## config.mk

```make
export PLATFORM = sky130hd
export DESIGN_NAME = rcc_calendar
export DESIGN_NICKNAME = d
export VERILOG_FILES = /design/src/rtl/rcc_pkg.sv /design/src/rtl/rcc_bcd_step.sv /design/src/rtl/rcc_calendar.sv
export SDC_FILE = /design/constraint.sdc
export NUM_CORES = 1
export LEC_CHECK = 0
export ABC_AREA = 1
export BUFFER_PORTS_ARGS = -buffer_cell sky130_fd_sc_hd__buf_4
export CORE_UTILIZATION = 57
export DETAILED_ROUTE_END_ITERATION = 16
export MAX_ROUTING_LAYER = met4
export PLACE_DENSITY = 0.8
export SLEW_MARGIN = 20
export SYNTH_ARGS = -nofsm -noshare
export SYNTH_HDL_FRONTEND = slang
export SYNTH_SLANG_ARGS = --single-unit
```

## constraint.sdc

```tcl
create_clock -name mclk -period 1.98 [get_ports mclk]
set_input_delay 0.396 -clock mclk [delete_from_list [all_inputs] [get_ports mclk]]
set_output_delay 0.396 -clock mclk [all_outputs]
set_load 0.05 [all_outputs]
```

## src/rtl/rcc_pkg.sv

```systemverilog
// Constants, field layouts and state codes for the calendar clock block.
// Assumes an 8-bit register port with a 12-bit address, clocked by mclk.
//
// Summary of operation
// - Alarm hours: tens bits 5-4, ones 3-0
// - Alarm minutes: tens bits 6-4, bit7 zero
// - Alarm seconds: tens bits 6-4, bit7 zero
// - Alarm hours writable only while unlocked
// - Locked: ignore enable and time window writes
// - Every value is BCD, four bits per digit
// - Count source: crystal or internal RC strap
// - 23:59:59 wraps to midnight, carries into day
// - After December last day, wrap 01/01, carry year
// - Weekday steps 6 to 0, no carry
// - Year wraps 99 to 00, no carry
// - Ones digit carries at ten, not sixteen
// - Day limit 31 or 30 by month
// - February 29 in leap years, else 28
// - Leap year: year divisible by four
// - Counting resumes from newly written value
// - Minutes/seconds write clears the prescaler
// - Writes take effect in same cycle
// - Half-second bit cleared by seconds write
// - Rollover pending flag at config bit 4
// - Unlock set only right after 55h, AAh
// - High byte access decrements pointer, stops 00
`default_nettype none

package rcc_pkg;

    // ----------------------------------------------------------------
    // Register map
    // ----------------------------------------------------------------
    localparam int unsigned ADDR_W = 12;
    localparam logic [11:0] OFS_ALRM_LO = 12'h0f8e;
    localparam logic [11:0] OFS_ALRM_HI = 12'h0f8f;
    localparam logic [11:0] OFS_TIME_LO = 12'h0f98;
    localparam logic [11:0] OFS_TIME_HI = 12'h0f99;
    localparam logic [11:0] OFS_CFG = 12'h0f9a;
    localparam logic [11:0] OFS_ALRM_CFG = 12'h0f9b;
    localparam logic [11:0] OFS_UNLOCK = 12'h0f9c;

    // ----------------------------------------------------------------
    // Config register fields
    // ----------------------------------------------------------------
    localparam int unsigned CFG_EN_BIT = 7;
    localparam int unsigned CFG_UNLOCK_BIT = 5;
    localparam int unsigned CFG_SYNC_BIT = 4;
    localparam int unsigned CFG_HALF_BIT = 3;
    localparam logic [7:0] UNLOCK_KEY1 = 8'h55;
    localparam logic [7:0] UNLOCK_KEY2 = 8'haa;

    localparam logic [1:0] PTR_MINUTES_SECONDS_PAIR = 2'h0;
    localparam logic [1:0] PTR_WDHR = 2'h1;
    localparam logic [1:0] PTR_MTHDAY = 2'h2;
    localparam logic [1:0] PTR_YEAR = 2'h3;

    // ----------------------------------------------------------------
    // Field masks and limits, all BCD
    // ----------------------------------------------------------------
    localparam logic [7:0] SEC_MASK = 8'h7f;
    localparam logic [7:0] MIN_MASK = 8'h7f;
    localparam logic [7:0] HR_MASK = 8'h3f;
    localparam logic [7:0] WD_MASK = 8'h07;
    localparam logic [7:0] DAY_MASK = 8'h3f;
    localparam logic [7:0] MTH_MASK = 8'h1f;
    localparam logic [7:0] YR_MASK = 8'hff;
    localparam logic [7:0] SEC_LAST = 8'h59;
    localparam logic [7:0] MIN_LAST = 8'h59;
    localparam logic [7:0] HR_LAST = 8'h23;
    localparam logic [7:0] WD_LAST = 8'h06;
    localparam logic [7:0] MTH_LAST = 8'h12;
    localparam logic [7:0] YR_LAST = 8'h99;
    localparam logic [7:0] DAY_LAST_31 = 8'h31;
    localparam logic [7:0] DAY_LAST_30 = 8'h30;
    localparam logic [7:0] DAY_LAST_29 = 8'h29;
    localparam logic [7:0] DAY_LAST_28 = 8'h28;
    localparam logic [7:0] BCD_ZERO = 8'h00;
    localparam logic [7:0] BCD_ONE = 8'h01;

    // ----------------------------------------------------------------
    // Timing: source ticks per second and rollover guard band
    // ----------------------------------------------------------------
    localparam int unsigned SRC_FREQ_HZ = 32768;
    localparam int unsigned PRESC_W = 15;
    localparam logic [14:0] PRESC_LAST = 15'(SRC_FREQ_HZ - 1);
    localparam logic [14:0] SYNC_TICKS = 15'h0020;
    localparam int unsigned HALF_BIT = 14;

    typedef enum logic [1:0] {
        UNL_IDLE = 2'h0,
        UNL_KEY1 = 2'h1,
        UNL_ARMED = 2'h3
    } rcc_unlock_e;

endpackage

`default_nettype wire

```

## src/rtl/rcc_bcd_step.sv

```systemverilog
// Two-digit BCD incrementer with a settable last value and wrap value.
// Purely combinational; the caller decides when the step is taken.
`timescale 1ns/1ns
`default_nettype none

module rcc_bcd_step (
    input wire logic [7:0] cur,
    input wire logic [7:0] last,
    input wire logic [7:0] first,
    output logic [7:0] nxt,
    output logic wrap
);

    always_comb begin
        wrap = (cur == last);
        if (wrap) begin
            nxt = first;
        end else if (cur[3:0] >= 4'h9) begin
            nxt = {4'(cur[7:4] + 4'h1), 4'h0};
        end else begin
            nxt = {cur[7:4], 4'(cur[3:0] + 4'h1)};
        end
    end

endmodule // rcc_bcd_step

`default_nettype wire

```

## src/rtl/rcc_calendar.sv

```systemverilog
// Calendar clock: BCD time/date counters, alarm time values, write lock.
// Assumes the source clock pins and the register port are synchronous to mclk.
//
// Our own choice: the plain strobed port.
`timescale 1ns/1ns
`default_nettype none

module rcc_calendar
    import rcc_pkg::*;
#(
    parameter logic [14:0] PRESC_LAST_P = PRESC_LAST,
    parameter logic [14:0] SYNC_TICKS_P = SYNC_TICKS
) (
    input wire logic mclk,
    input wire logic reset_n,
    input wire logic xtal_clk_in,
    input wire logic rc_clk_in,
    input wire logic clock_source_select,
    input wire logic [11:0] bus_addr,
    input wire logic [7:0] bus_wdata,
    input wire logic bus_we,
    input wire logic bus_re,
    output logic [7:0] bus_rdata
);

    // ----------------------------------------------------------------
    // Declarations
    // ----------------------------------------------------------------
    logic src_sel_q, strap_taken_q, src_prev_q, src_in, src_edge;
    logic [14:0] presc_q;
    logic sec_tick, sync_q;
    logic enable_q, unlock_q;
    rcc_unlock_e unl_q;
    logic [1:0] tptr_q, aptr_q;
    logic [7:0] sec_q, min_q, hr_q, wd_q, day_q, mth_q, yr_q;
    logic [7:0] al_hr_q, al_min_q, al_sec_q;
    logic [7:0] sec_n, min_n, hr_n, wd_n, day_n, mth_n, yr_n;
    logic sec_w, min_w, hr_w, day_w, mth_w;
    logic [7:0] day_last;
    logic leap;
    logic min_inc, hr_inc, day_inc, mth_inc, yr_inc;
    logic cfg_wr, acfg_wr, t_wr_lo, t_wr_hi, t_hi_acc, a_hi_acc;
    logic a_wr_lo, a_wr_hi, minutes_seconds_pair_wr;
    logic [7:0] rdata_d, rdata_q;

    // ----------------------------------------------------------------
    // Source selection and tick
    // ----------------------------------------------------------------
    // Strap is caught once after reset release, never under reset
    always_ff @(posedge mclk or negedge reset_n) begin
        if (!reset_n) begin
            src_sel_q <= 1'b0;
            strap_taken_q <= 1'b0;
        end else if (!strap_taken_q) begin
            src_sel_q <= clock_source_select;
            strap_taken_q <= 1'b1;
        end
    end

    assign src_in = src_sel_q ? rc_clk_in : xtal_clk_in;

    always_ff @(posedge mclk or negedge reset_n) begin
        if (!reset_n) begin
            src_prev_q <= 1'b0;
        end else begin
            src_prev_q <= src_in;
        end
    end

    assign src_edge = src_in & ~src_prev_q & strap_taken_q;

    // ----------------------------------------------------------------
    // Register port decode
    // ----------------------------------------------------------------
    assign cfg_wr = bus_we && (bus_addr == OFS_CFG);
    assign acfg_wr = bus_we && (bus_addr == OFS_ALRM_CFG);
    assign t_wr_lo = bus_we && (bus_addr == OFS_TIME_LO) && unlock_q;
    assign t_wr_hi = bus_we && (bus_addr == OFS_TIME_HI) && unlock_q;
    assign a_wr_lo = bus_we && (bus_addr == OFS_ALRM_LO);
    assign a_wr_hi = bus_we && (bus_addr == OFS_ALRM_HI);
    assign t_hi_acc = (bus_we || bus_re) && (bus_addr == OFS_TIME_HI);
    assign a_hi_acc = (bus_we || bus_re) && (bus_addr == OFS_ALRM_HI);
    assign minutes_seconds_pair_wr = (t_wr_lo || t_wr_hi) && (tptr_q == PTR_MINUTES_SECONDS_PAIR);

    // ----------------------------------------------------------------
    // Prescaler, half-second bit and rollover guard
    // ----------------------------------------------------------------
    assign sec_tick = enable_q && src_edge && (presc_q == PRESC_LAST_P);

    // Half-second bit reads the prescaler's upper half, so one clear serves both
    always_ff @(posedge mclk or negedge reset_n) begin
        if (!reset_n) begin
            presc_q <= '0;
        end else if (minutes_seconds_pair_wr) begin
            presc_q <= '0;
        end else if (enable_q && src_edge) begin
            presc_q <= (presc_q == PRESC_LAST_P) ? '0 : 15'(presc_q + 15'h0001);
        end
    end

    // Guard band ahead of the second boundary
    always_ff @(posedge mclk or negedge reset_n) begin
        if (!reset_n) begin
            sync_q <= 1'b0;
        end else begin
            sync_q <= enable_q && (presc_q >= 15'(PRESC_LAST_P - SYNC_TICKS_P));
        end
    end

    // ----------------------------------------------------------------
    // Digit stepping
    // ----------------------------------------------------------------
    rcc_bcd_step u_sec (.cur(sec_q), .last(SEC_LAST), .first(BCD_ZERO),
        .nxt(sec_n), .wrap(sec_w));
    rcc_bcd_step u_min (.cur(min_q), .last(MIN_LAST), .first(BCD_ZERO),
        .nxt(min_n), .wrap(min_w));
    rcc_bcd_step u_hr (.cur(hr_q), .last(HR_LAST), .first(BCD_ZERO),
        .nxt(hr_n), .wrap(hr_w));
    rcc_bcd_step u_wd (.cur(wd_q), .last(WD_LAST), .first(BCD_ZERO),
        .nxt(wd_n), .wrap());
    rcc_bcd_step u_day (.cur(day_q), .last(day_last), .first(BCD_ONE),
        .nxt(day_n), .wrap(day_w));
    rcc_bcd_step u_mth (.cur(mth_q), .last(MTH_LAST), .first(BCD_ONE),
        .nxt(mth_n), .wrap(mth_w));
    rcc_bcd_step u_yr (.cur(yr_q), .last(YR_LAST), .first(BCD_ZERO),
        .nxt(yr_n), .wrap());

    // Year BCD divisible by four; valid for the 2000-2099 span only
    assign leap = yr_q[4] ? (yr_q[3:0] == 4'h2 || yr_q[3:0] == 4'h6)
        : (yr_q[3:0] == 4'h0 || yr_q[3:0] == 4'h4 || yr_q[3:0] == 4'h8);

    always_comb begin
        unique case (mth_q)
            8'h02: day_last = leap ? DAY_LAST_29 : DAY_LAST_28;
            8'h04, 8'h06, 8'h09, 8'h11: day_last = DAY_LAST_30;
            default: day_last = DAY_LAST_31;
        endcase
    end

    assign min_inc = sec_tick && sec_w;
    assign hr_inc = min_inc && min_w;
    assign day_inc = hr_inc && hr_w;
    assign mth_inc = day_inc && day_w;
    assign yr_inc = mth_inc && mth_w;

    // ----------------------------------------------------------------
    // Time of day; a write overrides a same-cycle step
    // ----------------------------------------------------------------
    always_ff @(posedge mclk or negedge reset_n) begin
        if (!reset_n) begin
            sec_q <= BCD_ZERO;
            min_q <= BCD_ZERO;
            hr_q <= BCD_ZERO;
        end else begin
            if (t_wr_lo && tptr_q == PTR_MINUTES_SECONDS_PAIR) begin
                sec_q <= bus_wdata & SEC_MASK;
            end else if (sec_tick) begin
                sec_q <= sec_n;
            end
            if (t_wr_hi && tptr_q == PTR_MINUTES_SECONDS_PAIR) begin
                min_q <= bus_wdata & MIN_MASK;
            end else if (min_inc) begin
                min_q <= min_n;
            end
            if (t_wr_lo && tptr_q == PTR_WDHR) begin
                hr_q <= bus_wdata & HR_MASK;
            end else if (hr_inc) begin
                hr_q <= hr_n;
            end
        end
    end

    // ----------------------------------------------------------------
    // Date
    // ----------------------------------------------------------------
    always_ff @(posedge mclk or negedge reset_n) begin
        if (!reset_n) begin
            wd_q <= BCD_ZERO;
            day_q <= BCD_ONE;
            mth_q <= BCD_ONE;
            yr_q <= BCD_ZERO;
        end else begin
            if (t_wr_hi && tptr_q == PTR_WDHR) begin
                wd_q <= bus_wdata & WD_MASK;
            end else if (day_inc) begin
                wd_q <= wd_n;
            end
            if (t_wr_lo && tptr_q == PTR_MTHDAY) begin
                day_q <= bus_wdata & DAY_MASK;
            end else if (day_inc) begin
                day_q <= day_n;
            end
            if (t_wr_hi && tptr_q == PTR_MTHDAY) begin
                mth_q <= bus_wdata & MTH_MASK;
            end else if (mth_inc) begin
                mth_q <= mth_n;
            end
            if (t_wr_lo && tptr_q == PTR_YEAR) begin
                yr_q <= bus_wdata & YR_MASK;
            end else if (yr_inc) begin
                yr_q <= yr_n;
            end
        end
    end

    // ----------------------------------------------------------------
    // Alarm time values
    // ----------------------------------------------------------------
    always_ff @(posedge mclk or negedge reset_n) begin
        if (!reset_n) begin
            al_hr_q <= BCD_ZERO;
            al_min_q <= BCD_ZERO;
            al_sec_q <= BCD_ZERO;
        end else begin
            if (a_wr_lo && aptr_q == PTR_WDHR && unlock_q) begin
                al_hr_q <= bus_wdata & HR_MASK;
            end
            if (a_wr_hi && aptr_q == PTR_MINUTES_SECONDS_PAIR) begin
                al_min_q <= bus_wdata & MIN_MASK;
            end
            if (a_wr_lo && aptr_q == PTR_MINUTES_SECONDS_PAIR) begin
                al_sec_q <= bus_wdata & SEC_MASK;
            end
        end
    end

    // ----------------------------------------------------------------
    // Window pointers
    // ----------------------------------------------------------------
    always_ff @(posedge mclk or negedge reset_n) begin
        if (!reset_n) begin
            tptr_q <= PTR_MINUTES_SECONDS_PAIR;
            aptr_q <= PTR_MINUTES_SECONDS_PAIR;
        end else begin
            if (cfg_wr) begin
                tptr_q <= bus_wdata[1:0];
            end else if (t_hi_acc && tptr_q != PTR_MINUTES_SECONDS_PAIR) begin
                tptr_q <= 2'(tptr_q - 2'h1);
            end
            if (acfg_wr) begin
                aptr_q <= bus_wdata[1:0];
            end else if (a_hi_acc && aptr_q != PTR_MINUTES_SECONDS_PAIR) begin
                aptr_q <= 2'(aptr_q - 2'h1);
            end
        end
    end

    // ----------------------------------------------------------------
    // Unlock sequence and config bits
    // ----------------------------------------------------------------
    // Any other write between the keys aborts; the armed state lasts one cycle
    always_ff @(posedge mclk or negedge reset_n) begin
        if (!reset_n) begin
            unl_q <= UNL_IDLE;
        end else if (bus_we && bus_addr == OFS_UNLOCK && bus_wdata == UNLOCK_KEY1) begin
            unl_q <= UNL_KEY1;
        end else begin
            unique case (unl_q)
                UNL_IDLE: unl_q <= UNL_IDLE;
                UNL_KEY1: begin
                    if (bus_we && bus_addr == OFS_UNLOCK && bus_wdata == UNLOCK_KEY2) begin
                        unl_q <= UNL_ARMED;
                    end else if (bus_we) begin
                        unl_q <= UNL_IDLE;
                    end
                end
                UNL_ARMED: unl_q <= UNL_IDLE;
                default: unl_q <= UNL_IDLE;
            endcase
        end
    end

    always_ff @(posedge mclk or negedge reset_n) begin
        if (!reset_n) begin
            unlock_q <= 1'b0;
            enable_q <= 1'b0;
        end else if (cfg_wr) begin
            if (!bus_wdata[CFG_UNLOCK_BIT]) begin
                unlock_q <= 1'b0;
            end else if (unl_q == UNL_ARMED) begin
                unlock_q <= 1'b1;
            end
            if (unlock_q) begin
                enable_q <= bus_wdata[CFG_EN_BIT];
            end
        end
    end

    // ----------------------------------------------------------------
    // Read port; data stand only in the cycle after the strobe
    // ----------------------------------------------------------------
    always_comb begin
        rdata_d = 8'h00;
        unique case (bus_addr)
            OFS_TIME_LO: begin
                unique case (tptr_q)
                    PTR_MINUTES_SECONDS_PAIR: rdata_d = sec_q & SEC_MASK;
                    PTR_WDHR: rdata_d = hr_q & HR_MASK;
                    PTR_MTHDAY: rdata_d = day_q & DAY_MASK;
                    PTR_YEAR: rdata_d = yr_q;
                endcase
            end
            OFS_TIME_HI: begin
                unique case (tptr_q)
                    PTR_MINUTES_SECONDS_PAIR: rdata_d = min_q & MIN_MASK;
                    PTR_WDHR: rdata_d = wd_q & WD_MASK;
                    PTR_MTHDAY: rdata_d = mth_q & MTH_MASK;
                    PTR_YEAR: rdata_d = 8'h00;
                endcase
            end
            OFS_ALRM_LO: begin
                if (aptr_q == PTR_MINUTES_SECONDS_PAIR) begin
                    rdata_d = al_sec_q & SEC_MASK;
                end else if (aptr_q == PTR_WDHR) begin
                    rdata_d = al_hr_q & HR_MASK;
                end
            end
            OFS_ALRM_HI: begin
                if (aptr_q == PTR_MINUTES_SECONDS_PAIR) begin
                    rdata_d = al_min_q & MIN_MASK;
                end
            end
            OFS_CFG: begin
                rdata_d[CFG_EN_BIT] = enable_q;
                rdata_d[CFG_UNLOCK_BIT] = unlock_q;
                rdata_d[CFG_SYNC_BIT] = sync_q;
                rdata_d[CFG_HALF_BIT] = presc_q > (PRESC_LAST_P >> 1);
                rdata_d[1:0] = tptr_q;
            end
            OFS_ALRM_CFG: rdata_d[1:0] = aptr_q;
            default: rdata_d = 8'h00;
        endcase
    end

    always_ff @(posedge mclk or negedge reset_n) begin
        if (!reset_n) begin
            rdata_q <= 8'h00;
        end else begin
            rdata_q <= bus_re ? rdata_d : 8'h00;
        end
    end

    assign bus_rdata = rdata_q;
endmodule // rcc_calendar

`default_nettype wire

```

==> impl_metrics.sql, run 1 <==
INSERT INTO impl_metrics (metric_group, metric, value, unit) VALUES
('status', 'result_of_the_run', 'finished with violations', ''),
('status', 'violations', 'setup timing', ''),
('worst_setup_path', 'worst-endpoint-required', '2.23', 'ns'),
('grt', 'initial_antenna_violation_count', '0', ''),
('worst_setup_path', 'arrival', '2.43', 'ns'),
('finish', 'area_growth_syn_to_layout', '27.9', '%'),
('placed_design', 'routabilityCongestion', '0.987', ''),
('timing', 'clock_skew', '0.0102', 'ns'),
('worst_setup_path', 'r2r_slack', '-0.20', 'ns'),
('timing', 'relSlewSlack', '0.646', ''),
('placed_design', 'io_buffer_count', '34', ''),
('timing', 'setup_violations', '31', ''),
('die', 'io_pins', '35', ''),
('timing', 'fmax', '0.459', 'GHz'),
('yosys', 'ys_top_cells_by_area', 'sky130_fd_sc_hd__dfrtp_1 (36%), sky130_fd_sc_hd__nand2_1 (11%), sky130_fd_sc_hd__ha_1 (7.8%), sky130_fd_sc_hd__inv_1 (6.4%), sky130_fd_sc_hd__nand3_1 (5.3%)', ''),
('yosys', 'async_flop_share', '1.00', ''),
('timing', 'grt_setup_unrepaired', 'true', ''),
('worst_setup_path', 'terminus_of_the_critical_flop_to_flop_path', 'mth_q[4]$_DFFE_PN0P_', ''),
('worst_setup_path', 'r2r.worst_path.cells', '18', ''),
('yosys', 'postSynthNetCount', '1045', ''),
('die', 'core_region_area', '12700', 'um2'),
('detailed_routing', 'detailroute.wirelength.met2', '10.9', 'mm'),
('yosys', 'synth.ff_latch_count', '111', ''),
('yosys', 'count_of_flip_flops_with_a_built_in_enable_after_synthesis', '0', ''),
('placed_design', 'hpwlAfterDp', '16.1', 'mm'),
('timing', 'final.period_utilization', '1.10', ''),
('grt', 'grt_overflow_total', '0', ''),
('finish', 'highest_count_cells_in_the_layout_ignoring_fill_and_taps', 'sky130_fd_sc_hd__nand2_1 (192), sky130_fd_sc_hd__buf_4 (152), sky130_fd_sc_hd__inv_1 (115)', ''),
('cts', 'numClockSinks', '111', ''),
('die', 'vert_die_dim', '117', 'um'),
('grt', 'total_routing_resource_utilization_after_global_routing', '0.353', ''),
('yosys', 'leading_register_cell_type_out_of_synthesis', 'sky130_fd_sc_hd__dfrtp_1', ''),
('grt', 'grt_first_pass_wirelength', '35.4', 'mm'),
('worst_setup_path', 'rr_startpoint', 'mth_q[0]$_DFFE_PN1P_', ''),
('timing', 'hold_viol', '0', ''),
('worst_setup_path', 'critical-path-max-stage-delay', '0.56', 'ns'),
('detailed_routing', 'drt_pass1_iterations', '7', ''),
('yosys', 'syn_avg_cell_area', '7.72', 'um2'),
('placed_design', 'dpl_cell_area', '8770', 'um2'),
('cts', 'htree_levels', '3', ''),
('yosys', 'yosys.area.top_type_share', '0.364', ''),
('timing', 'layout_setup_ws', '-0.201', 'ns'),
('timing', 'worstMarginPinSlew', '0.526', 'ns'),
('grt', 'vias_in_the_first_global_route', '7165', ''),
('worst_setup_path', 'worstPathCellList', 'inv_4 > ha_4 > inv_2 > nand2_1 > nand2_1 > nand2_1 > nand2_2 > nand2_1 > nand2_1 > nand2_1 > nand2_2 > nand2_2 > nor2_4 > nand2_2 > nand2_4 > nand2_4 > nand2_2 > nand2_2', ''),
('detailed_routing', 'dr_wl_met3', '2.06', 'mm'),
('finish', 'finalInstanceArea', '9590', 'um2'),
('cts', 'numCtsBuffers', '9', ''),
('die', 'fp.dieArea', '13600', 'um2'),
('pwr', 'power_density', '493', 'nW/um2'),
('detailed_routing', 'drt.antenna.violating_nets', '0', ''),
('pwr', 'total_leakage_power', '4.74', 'nW'),
('detailed_routing', 'vias_per_cell', '5.96', ''),
('die', 'dieWidth', '117', 'um'),
('timing', 'totalNegativeSetupSlack', '-3.34', 'ns'),
('detailed_routing', 'drtIter0Drc', '966', ''),
('cts', 'clock_pin_slew_on_the_worst_setup_and_hold_paths', '0.07', 'ns'),
('detailed_routing', 'met1_wire_length', '9.20', 'mm'),
('worst_setup_path', 'timing.critical_path.to_type', 'register', ''),
('min_path', 'whs_path_depth', '2', ''),
('yosys', 'synthesis.yosys.warnings', '0', ''),
('grt', 'grt_start_max_net_pins', '78', ''),
('worst_setup_path', 'crit_path_max_fanout', '6', ''),
('finish', 'finalNetCount', '1205', ''),
('cts', 'cts_root_buf', 'sky130_fd_sc_hd__clkbuf_16', ''),
('die', 'initial_core_util', '0.589', ''),
('worst_setup_path', 'worst_path_max_delay_cell', 'sky130_fd_sc_hd__dfstp_2', ''),
('timing', 'final_max_slew_viol_count', '0', ''),
('yosys', 'post_synth_num_cell_types', '55', ''),
('detailed_routing', 'route.vias.total', '7773', ''),
('cts', 'cts-root-to-sink-buffers', '2', '');
-- metrics by stage --
step	power, W	util	hold slack [ns]	setup WS [ns]	std cells
after global placement	0.00288	0.689	0.379	-0.0785	1271
after floorplan	0.00264	-	0.100	0.0271	971
after CTS	0.00468	0.723	0.261	-0.0927	1289
after detailed placement	0.00289	0.689	0.380	-0.158	1271
final	0.00473	0.754	0.266	-0.201	1304
after global routing	0.00487	0.754	0.265	-0.276	1304
-- cells in the mapped netlist, drive strengths merged (8+ instances only) --
master  count
inv       137
nor4        8
xor2       22
nor3       25
o22ai      19
dfrtp     109
nand4      19
o21ai      80
nand3      83
o221ai     20
clkbuf      9
nand2     236
ha         47
a21oi      30
nor2       68
-- flip-flops by register name, summed over array words and instances (netlist names), 2 cells and up --
signal / flops
al_hr_q: 6
al_min_q: 7
al_sec_q: 7
aptr_q: 2
bus_rdata: 8
day_q: 8
hr_q: 8
min_q: 8
mth_q: 8
presc_q: 15
sec_q: 8
tptr_q: 2
unl_q: 2
wd_q: 8
yr_q: 8
-- final cells by class --
class	instances	area, um2
Inverter	142	542
Timing Repair Buffer	163	1310
Clock inverter	2	35.0
Clock buffer	10	239
Fill cell	908	3130
Tap cell	172	215
Multi-Input combinational cell	704	4470
Sequential cell	111	2780
-- metal layers --
layer / vias up / GRT usage
li1: 3575 / -
met3: 111 / 0.0721
met5: - / -
met2: 459 / 0.548
met4: 0 / 0.159
met1: 3628 / 0.445
-- how the worst max path moves through the flow --
stage / start / to / slack (ns)
final: mth_q[0]$_DFFE_PN1P_ / mth_q[4]$_DFFE_PN0P_ / -0.20
after floorplan: mth_q[0]$_DFFE_PN1P_ / mth_q[6]$_DFFE_PN0P_ / 0.03
after global placement: mth_q[0]$_DFFE_PN1P_ / day_q[4]$_DFFE_PN0P_ / -0.08
after CTS: mth_q[0]$_DFFE_PN1P_ / yr_q[7]$_DFFE_PN0P_ / -0.09
after detailed placement: mth_q[0]$_DFFE_PN1P_ / mth_q[5]$_DFFE_PN0P_ / -0.16
after global routing: mth_q[0]$_DFFE_PN1P_ / yr_q[0]$_DFFE_PN0P_ / -0.28
-- logic make-up (layout without fill, tap and decap cells) --
family / after synthesis / after routing / synth area share
AOI/OAI and AO/OA: 179 / 179 / 0.144
xor gates and xnor gates: 28 / 28 / 0.0327
DFF: 111 / 111 / 0.371
adders and majority gates: 47 / 47 / 0.0784
other: 1 / 1 / 0.000500
muxes: 1 / 1 / 0.00150
buffers and inverters: 156 / 317 / 0.0813
and+or+nand+nor: 448 / 448 / 0.291
-- worst max-delay path, delay by kind of cell, from the launching register on --
| kind | cells | cell delay [ns] |
|---|---|---|
| and+or+nand+nor | 15 | 1.24 |
| DFF | 1 | 0.56 |
| buffers and inverters | 2 | 0.10 |
| adders and majority gates | 1 | 0.16 |
-- where the power goes --
group	switching [W]	internal [W]
clock network	0.000817	0.000986
logic	0.000305	0.000215
registers	0.0000713	0.00233
total	0.00119	0.00354
-- what timing repair did --
| item | in CTS | in global routing |
|---|---|---|
| hold buffers | 1 | 0 |
| gates resized for setup | 32 | 86 |
| setup endpoints to repair | 28 | 53 |
| setup buffers | 5 | 15 |
| endpoints found under the hold margin | 2 | 0 |
| pin swaps | 16 | 31 |
Power figures use the tool's default switching activity.
==> run 2: changes to the inputs <==
- BUFFER_PORTS_ARGS: -buffer_cell sky130_fd_sc_hd__buf_4 -> default
- CORE_UTILIZATION: 57 -> 59
- DONT_BUFFER_PORTS: default -> 1
- SYNTH_HIERARCHICAL: default -> 1
==> run 2 against run 1 <==
- the flow finishes with violations (hold timing, setup timing)
- design area is 18% higher
- utilization is 1.7 points lower
- global-route usage is 1.6 points lower
- non-clock buffer count is 59 lower
- routed wire length is 12% higher
- synthesized area is 25% higher
- setup slack worse by 0.038 ns
- sequential power is 5% lower
- count of clock-buffer cells in the layout stayed put
- via count is 26% higher
- total power is 3.9% lower
- sequential cell count stayed put
- critical path type unchanged
- largest power group unchanged
==> impl_metrics.sql, run 2 <==
INSERT INTO impl_metrics (metric_group, metric, value, unit) VALUES
('timing', 'clock_skew', '0.0104', 'ns'),
('finish', 'highest_count_cells_in_the_layout_ignoring_fill_and_taps', 'sky130_fd_sc_hd__nand2_1 (508), sky130_fd_sc_hd__nand3_1 (168), sky130_fd_sc_hd__conb_1 (137)', ''),
('detailed_routing', 'drc_errors', '0', ''),
('finish', 'final_cell_count_no_fill', '1872', ''),
('detailed_routing', 'drt_wirelength', '26.1', 'mm'),
('worst_setup_path', 'cp_launch_type', 'register', ''),
('cts', 'numCtsBuffers', '9', ''),
('grt', 'vias_in_the_first_global_route', '8864', ''),
('die', 'core_region_area', '15400', 'um2'),
('worst_setup_path', 'worst-setup-path-type', 'register to register', ''),
('die', 'io_pins', '35', ''),
('pwr', 'power.ir.vdd_worst', '0.000397', 'V'),
('pwr', 'power_density', '401', 'nW/um2'),
('worst_setup_path', 'rr_startpoint', 'mth_q[5]$_DFFE_PN0P_', ''),
('timing', 'grt_setup_unrepaired', 'true', ''),
('placed_design', 'io_buffer_count', '0', ''),
('yosys', 'syn_avg_cell_area', '6.60', 'um2'),
('die', 'dieWidth', '128', 'um'),
('cts', 'clock_tree_from_tritoncts', 'built', ''),
('die', 'initial_core_util', '0.611', ''),
('yosys', 'netlist_instances', '1422', ''),
('timing', 'layout_setup_ws', '-0.239', 'ns'),
('placed_design', 'routabilityCongestion', '0.955', ''),
('worst_setup_path', 'arrival', '2.53', 'ns'),
('die', 'vert_die_dim', '128', 'um'),
('cts', 'htree_levels', '3', ''),
('placed_design', 'dpl_cell_area', '10800', 'um2'),
('finish', 'finish.utilization', '0.737', ''),
('worst_setup_path', 'worst-endpoint-required', '2.29', 'ns'),
('grt', 'grt_start_max_net_pins', '112', ''),
('grt', 'total_routing_resource_utilization_after_global_routing', '0.337', ''),
('status', 'violations', 'hold timing, setup timing', ''),
('worst_setup_path', 'crit_path_max_fanout', '8', ''),
('finish', 'area_growth_syn_to_layout', '20.6', '%'),
('worst_setup_path', 'timing.critical_path.to_type', 'register', ''),
('finish', 'top_reg_by_flops', 'presc_q', ''),
('die', 'standard_cell_rows', '45', ''),
('timing', 'hold_viol', '111', ''),
('yosys', 'synthesis.yosys.warnings', '6', ''),
('detailed_routing', 'drt.antenna.violating_nets', '0', ''),
('die', 'fp.dieArea', '16400', 'um2'),
('cts', 'insertion_delay', '0.37', 'ns'),
('worst_setup_path', 'terminus_of_the_critical_flop_to_flop_path', 'yr_q[0]$_DFFE_PN0P_', ''),
('detailed_routing', 'route.vias.total', '9763', ''),
('min_path', 'min-delay-path-class', 'primary input to asynchronous set/reset pin', ''),
('grt', 'initial_antenna_violation_count', '1', ''),
('cts', 'clock_pin_slew_on_the_worst_setup_and_hold_paths', '0.08', 'ns'),
('timing', 'worstMarginPinSlew', '0.505', 'ns'),
('timing', 'fmax', '0.451', 'GHz'),
('timing', 'layout_min_cycle_time', '2.22', 'ns'),
('grt', 'grt_first_pass_wirelength', '42.3', 'mm'),
('cts', 'cts-root-to-sink-buffers', '2', ''),
('status', 'result_of_the_run', 'finished with violations', ''),
('run', 'maxCapViolCount', '0', ''),
('finish', 'finalNetCount', '1718', ''),
('timing', 'worst_hold_slack', '-0.287', 'ns'),
('timing', 'setup_violations', '24', ''),
('detailed_routing', 'drt_pass1_iterations', '7', ''),
('finish', 'mostFrequentLayoutCell', 'sky130_fd_sc_hd__nand2_1', ''),
('placed_design', 'hpwlAfterDp', '19.1', 'mm'),
('detailed_routing', 'vias_per_cell', '5.22', ''),
('worst_setup_path', 'r2r.worst_path.cells', '15', ''),
('finish', 'largest_reg_flops', '15', ''),
('placed_design', 'dpl.cell_count', '1844', ''),
('timing', 'final_max_slew_viol_count', '0', ''),
('finish', 'filler_cell_count', '1317', ''),
('finish', 'finalInstanceArea', '11300', 'um2'),
('detailed_routing', 'wire_per_inst', '14.0', 'um'),
('cts', 'cts_root_buf', 'sky130_fd_sc_hd__clkbuf_16', ''),
('timing', 'final.period_utilization', '1.12', ''),
('cts', 'numClockSinks', '111', ''),
('worst_setup_path', 'r2r_slack', '-0.24', 'ns'),
('timing', 'totalNegativeSetupSlack', '-4.84', 'ns'),
('pwr', 'total_leakage_power', '6.03', 'nW'),
('finish', 'final_layout_size_suffix_gt1_frac', '0.142', ''),
('yosys', 'synth.cell_area', '9390', 'um2'),
('grt', 'grt_overflow_total', '0', ''),
('timing', 'relSlewSlack', '0.663', ''),
('detailed_routing', 'drtIter0Drc', '836', '');
[run 2: area by class of cell]
| class | count | area (um2) | share of cell area |
|---|---|---|---|
| clock buffer | 10 | 229 | 0.0202 |
| timing repair buffer | 104 | 808 | 0.0713 |
| clock inverter | 6 | 72.6 | 0.00641 |
| timing repair inverter | 1 | 5.00 | 0.000442 |
| multi-input combinational | 1276 | 6580 | 0.581 |
| inverter | 152 | 579 | 0.0511 |
| tap | 211 | 264 | 0.0233 |
| antenna | 1 | 2.50 | 0.000221 |
| sequential | 111 | 2780 | 0.246 |
[run 2: critical path: stages, from the launching register on]
cell and delay, ns:
sky130_fd_sc_hd__dfrtp_1 0.41, sky130_fd_sc_hd__nor4_4 0.32, sky130_fd_sc_hd__nand4_1 0.19, sky130_fd_sc_hd__inv_2 0.14, sky130_fd_sc_hd__nand3_2 0.08, sky130_fd_sc_hd__o21ai_2 0.09, sky130_fd_sc_hd__nand2_1 0.09, sky130_fd_sc_hd__nand2_1 0.09
sky130_fd_sc_hd__nand2_2 0.07, sky130_fd_sc_hd__nor2_4 0.11, sky130_fd_sc_hd__nand2_4 0.09, sky130_fd_sc_hd__inv_4 0.10, sky130_fd_sc_hd__nand3_4 0.12, sky130_fd_sc_hd__nand2_4 0.14, sky130_fd_sc_hd__nand2_1 0.07, sky130_fd_sc_hd__nand2_1 0.06
[run 2: metal layers]
metal | track usage | up-vias | part of all wire | wire length, um
li1 | - | 4931 | - | -
met1 | 0.425 | 4419 | 0.43 | 11200
met2 | 0.543 | 333 | 0.47 | 12300
met3 | 0.0488 | 80 | 0.070 | 1820
met4 | 0.140 | 0 | 0.034 | 877
met5 | - | - | 0 | 0
[run 2: how the worst max path moves through the flow]
stage                               end  slack [ns]            startpoint
global route        yr_q[0]$_DFFE_PN0P_       -0.40  mth_q[5]$_DFFE_PN0P_
CTS                 yr_q[0]$_DFFE_PN0P_       -0.22  mth_q[5]$_DFFE_PN0P_
floorplan           yr_q[4]$_DFFE_PN0P_       -0.12  mth_q[6]$_DFFE_PN0P_
detailed placement  yr_q[0]$_DFFE_PN0P_       -0.23  mth_q[6]$_DFFE_PN0P_
finish              yr_q[0]$_DFFE_PN0P_       -0.24  mth_q[5]$_DFFE_PN0P_
global placement    yr_q[0]$_DFFE_PN0P_       -0.09  mth_q[6]$_DFFE_PN0P_
[run 2: timing repair]
item                                    in CTS  in global routing
pin swaps                                   10                  8
endpoints found under the hold margin      111                111
cloned                                       2                  1
buffers inserted                             4                  6
gates resized for setup                     11                 21
endpoints found under the setup margin      24                 41
[run 2: through the flow]
step	setup WS (ns)	power, W
after CTS	-0.224	0.00454
after global routing	-0.404	0.00469
after global placement	-0.0918	0.00263
after floorplan	-0.120	0.00257
final	-0.239	0.00454
after detailed placement	-0.232	0.00263
[run 2: report_power, final]
group,internal [W],total [W],switching (W)
Combinational,0.0000992,0.000311,0.000212
Clock,0.00100,0.00194,0.000940
Sequential,0.00228,0.00229,0.0000112
==> run 3: changes to the inputs <==
==> constraint.sdc (replaced) <==
create_clock -name mclk -period 1.98 [get_ports mclk]
set_input_delay 0.099 -clock mclk [delete_from_list [all_inputs] [get_ports mclk]]
set_output_delay 0.099 -clock mclk [all_outputs]
set_load 0.05 [all_outputs]
==> run 3 against run 2 <==
- the run still ends with hold timing, setup timing left
- maximum frequency is 0.93% lower
- critical path depth stayed put
- total power is 2.3% lower
- largest cell class unchanged
==> impl_metrics.sql, run 3 (same netlist as run 2, synthesis figures left out) <==
INSERT INTO impl_metrics (metric_group, metric, value, unit) VALUES
('finish', 'highest_count_cells_in_the_layout_ignoring_fill_and_taps', 'sky130_fd_sc_hd__nand2_1 (506), sky130_fd_sc_hd__nand3_1 (170), sky130_fd_sc_hd__conb_1 (137)', ''),
('timing', 'grt_setup_unrepaired', 'true', ''),
('cts', 'cts-root-to-sink-buffers', '2', ''),
('grt', 'total_routing_resource_utilization_after_global_routing', '0.340', ''),
('cts', 'numClockSinks', '111', ''),
('cts', 'cts_root_buf', 'sky130_fd_sc_hd__clkbuf_16', ''),
('timing', 'layout_setup_ws', '-0.259', 'ns'),
('worst_setup_path', 'crit_path_max_fanout', '8', ''),
('pwr', 'power.ir.vdd_worst', '0.000377', 'V'),
('detailed_routing', 'drc_errors', '0', ''),
('die', 'initial_core_util', '0.611', ''),
('die', 'io_pins', '35', ''),
('finish', 'largest_reg_flops', '15', ''),
('placed_design', 'routabilityCongestion', '0.978', ''),
('timing', 'hold_viol', '111', ''),
('cts', 'numCtsBuffers', '9', ''),
('pwr', 'power_density', '393', 'nW/um2'),
('run', 'maxCapViolCount', '0', ''),
('timing', 'clock_skew', '0.00748', 'ns'),
('min_path', 'min-delay-path-class', 'primary input to asynchronous set/reset pin', ''),
('timing', 'setup_violations', '24', ''),
('grt', 'grt_first_pass_wirelength', '42.9', 'mm'),
('cts', 'insertion_delay', '0.37', 'ns'),
('worst_setup_path', 'worst-setup-path-type', 'register to register', ''),
('placed_design', 'dpl_cell_area', '10700', 'um2'),
('die', 'fp.dieArea', '16400', 'um2'),
('die', 'dieWidth', '128', 'um'),
('pwr', 'clkPwrFrac', '0.407', ''),
('detailed_routing', 'drt.antenna.violating_nets', '0', ''),
('status', 'result_of_the_run', 'finished with violations', ''),
('worst_setup_path', 'arrival', '2.55', 'ns'),
('cts', 'htree_levels', '3', ''),
('die', 'standard_cell_rows', '45', ''),
('pwr', 'switching_share', '0.265', ''),
('cts', 'clock_tree_from_tritoncts', 'built', ''),
('timing', 'fmax', '0.447', 'GHz'),
('cts', 'clock_pin_slew_on_the_worst_setup_and_hold_paths', '0.08', 'ns'),
('finish', 'finalInstanceArea', '11300', 'um2'),
('pwr', 'power_report.internal_total', '0.00326', 'W'),
('finish', 'area_growth_syn_to_layout', '20.3', '%'),
('die', 'core_region_area', '15400', 'um2'),
('die', 'vert_die_dim', '128', 'um'),
('timing', 'relSlewSlack', '0.650', ''),
('pwr', 'total_leakage_power', '5.98', 'nW'),
('grt', 'grt_overflow_total', '0', ''),
('placed_design', 'io_buffer_count', '0', ''),
('timing', 'layout_min_cycle_time', '2.24', 'ns'),
('timing', 'final.period_utilization', '1.13', ''),
('worst_setup_path', 'cp_launch_type', 'register', ''),
('detailed_routing', 'route.vias.total', '9859', ''),
('worst_setup_path', 'r2r.worst_path.cells', '15', ''),
('finish', 'top_reg_by_flops', 'presc_q', ''),
('detailed_routing', 'drtIter0Drc', '928', ''),
('finish', 'finish.utilization', '0.735', ''),
('timing', 'final_max_slew_viol_count', '0', ''),
('status', 'violations', 'hold timing, setup timing', ''),
('grt', 'vias_in_the_first_global_route', '8959', ''),
('finish', 'finalNetCount', '1714', ''),
('detailed_routing', 'vias_per_cell', '5.28', ''),
('finish', 'final_layout_size_suffix_gt1_frac', '0.132', ''),
('grt', 'grt_start_max_net_pins', '112', ''),
('placed_design', 'hpwlAfterDp', '19.0', 'mm'),
('timing', 'totalNegativeSetupSlack', '-5.24', 'ns'),
('worst_setup_path', 'timing.critical_path.to_type', 'register', ''),
('detailed_routing', 'wire_per_inst', '14.1', 'um'),
('detailed_routing', 'drt_wirelength', '26.3', 'mm'),
('timing', 'worst_hold_slack', '-0.581', 'ns'),
('worst_setup_path', 'worst-endpoint-required', '2.29', 'ns'),
('grt', 'initial_antenna_violation_count', '1', ''),
('pwr', 'netSwitchingPower', '0.00117', 'W'),
('detailed_routing', 'drt_pass1_iterations', '6', ''),
('pwr', 'comb_pwr_share', '0.077', ''),
('timing', 'worstMarginPinSlew', '0.523', 'ns'),
('finish', 'mostFrequentLayoutCell', 'sky130_fd_sc_hd__nand2_1', ''),
('pwr', 'power.share.sequential', '0.516', '');
## run 3: what timing repair did
action / in CTS / in global routing
setup buffers: 0 / 7
pin swaps: 5 / 10
gates resized for setup: 3 / 25
gates cloned: 2 / 0
hold endpoints to repair: 133 / 113
hold buffers: 11 / 1
setup endpoints to repair: 24 / 46
## run 3: power by group through the flow
stage / Sequential [W] / Combinational (W) / Clock (W)
4_1_cts: 0.00229 / 0.000323 / 0.00182
3_5_place_dp: 0.00233 / 0.000295 / 0
3_3_place_gp: 0.00233 / 0.000290 / 0
6_report: 0.00229 / 0.000342 / 0.00181
5_1_grt: 0.00229 / 0.000381 / 0.00190
2_1_floorplan: 0.00233 / 0.000235 / 0
## run 3: stage by stage
| stage | cells | setup slack (ns) | total power (W) |
|---|---|---|---|
| 2_1_floorplan | 1557 | -0.120 | 0.00257 |
| 3_3_place_gp | 1830 | -0.103 | 0.00262 |
| 3_5_place_dp | 1830 | -0.181 | 0.00263 |
| 4_1_cts | 1858 | -0.170 | 0.00443 |
| 5_1_grt | 1867 | -0.394 | 0.00457 |
| 6_report | 1867 | -0.259 | 0.00444 |
## run 3: critical path, cell delays in order (launching register included)
cell and delay (ns):
sky130_fd_sc_hd__dfrtp_2 0.43, sky130_fd_sc_hd__nor4_4 0.31, sky130_fd_sc_hd__nand4_1 0.20, sky130_fd_sc_hd__inv_2 0.13, sky130_fd_sc_hd__nand3_2 0.07, sky130_fd_sc_hd__o21ai_2 0.08, sky130_fd_sc_hd__nand2_1 0.07, sky130_fd_sc_hd__nand2_1 0.09
sky130_fd_sc_hd__nand2_2 0.07, sky130_fd_sc_hd__nor2_4 0.14, sky130_fd_sc_hd__nand2_4 0.10, sky130_fd_sc_hd__inv_6 0.09, sky130_fd_sc_hd__nand3_4 0.14, sky130_fd_sc_hd__nand2_8 0.13, sky130_fd_sc_hd__nand2_1 0.06, sky130_fd_sc_hd__nand2_1 0.06
## run 3: routing by layer
| metal | GRT usage | routed length [um] | vias to the layer above |
|---|---|---|---|
| met5 | - | 0 | - |
| met4 | 0.118 | 688 | 0 |
| met3 | 0.0488 | 2060 | 75 |
| met2 | 0.563 | 12600 | 385 |
| met1 | 0.425 | 11000 | 4473 |
| li1 | - | - | 4926 |
## run 3: cell type report
class | count | area (um2)
multi-input combinational | 1276 | 6580
tap | 211 | 264
timing repair buffer | 101 | 801
sequential | 111 | 2780
fill | 1299 | 4080
clock buffer | 9 | 225
clock inverter | 6 | 57.6
antenna | 1 | 2.50
inverter | 152 | 582
## run 3: path summary, 6_finish.rpt
check | slack (ns) | endpoint | start
worst max-delay path | -0.26 | yr_q[6]$_DFFE_PN0P_ | mth_q[6]$_DFFE_PN0P_
worst min-delay path | -0.58 | min_q[2]$_DFFE_PN0P_ | reset_n
worst max register to register | -0.26 | yr_q[6]$_DFFE_PN0P_ | mth_q[6]$_DFFE_PN0P_
worst min register to register | 0.48 | unl_q[1]$_DFFE_PN0P_ | unl_q[1]$_DFFE_PN0P_
max in group asynchronous | 2.32 | mth_q[0]$_DFFE_PN1P_ | reset_n
min in group mclk | 0.01 | wd_q[0]$_DFFE_PN0P_ | bus_wdata[0]
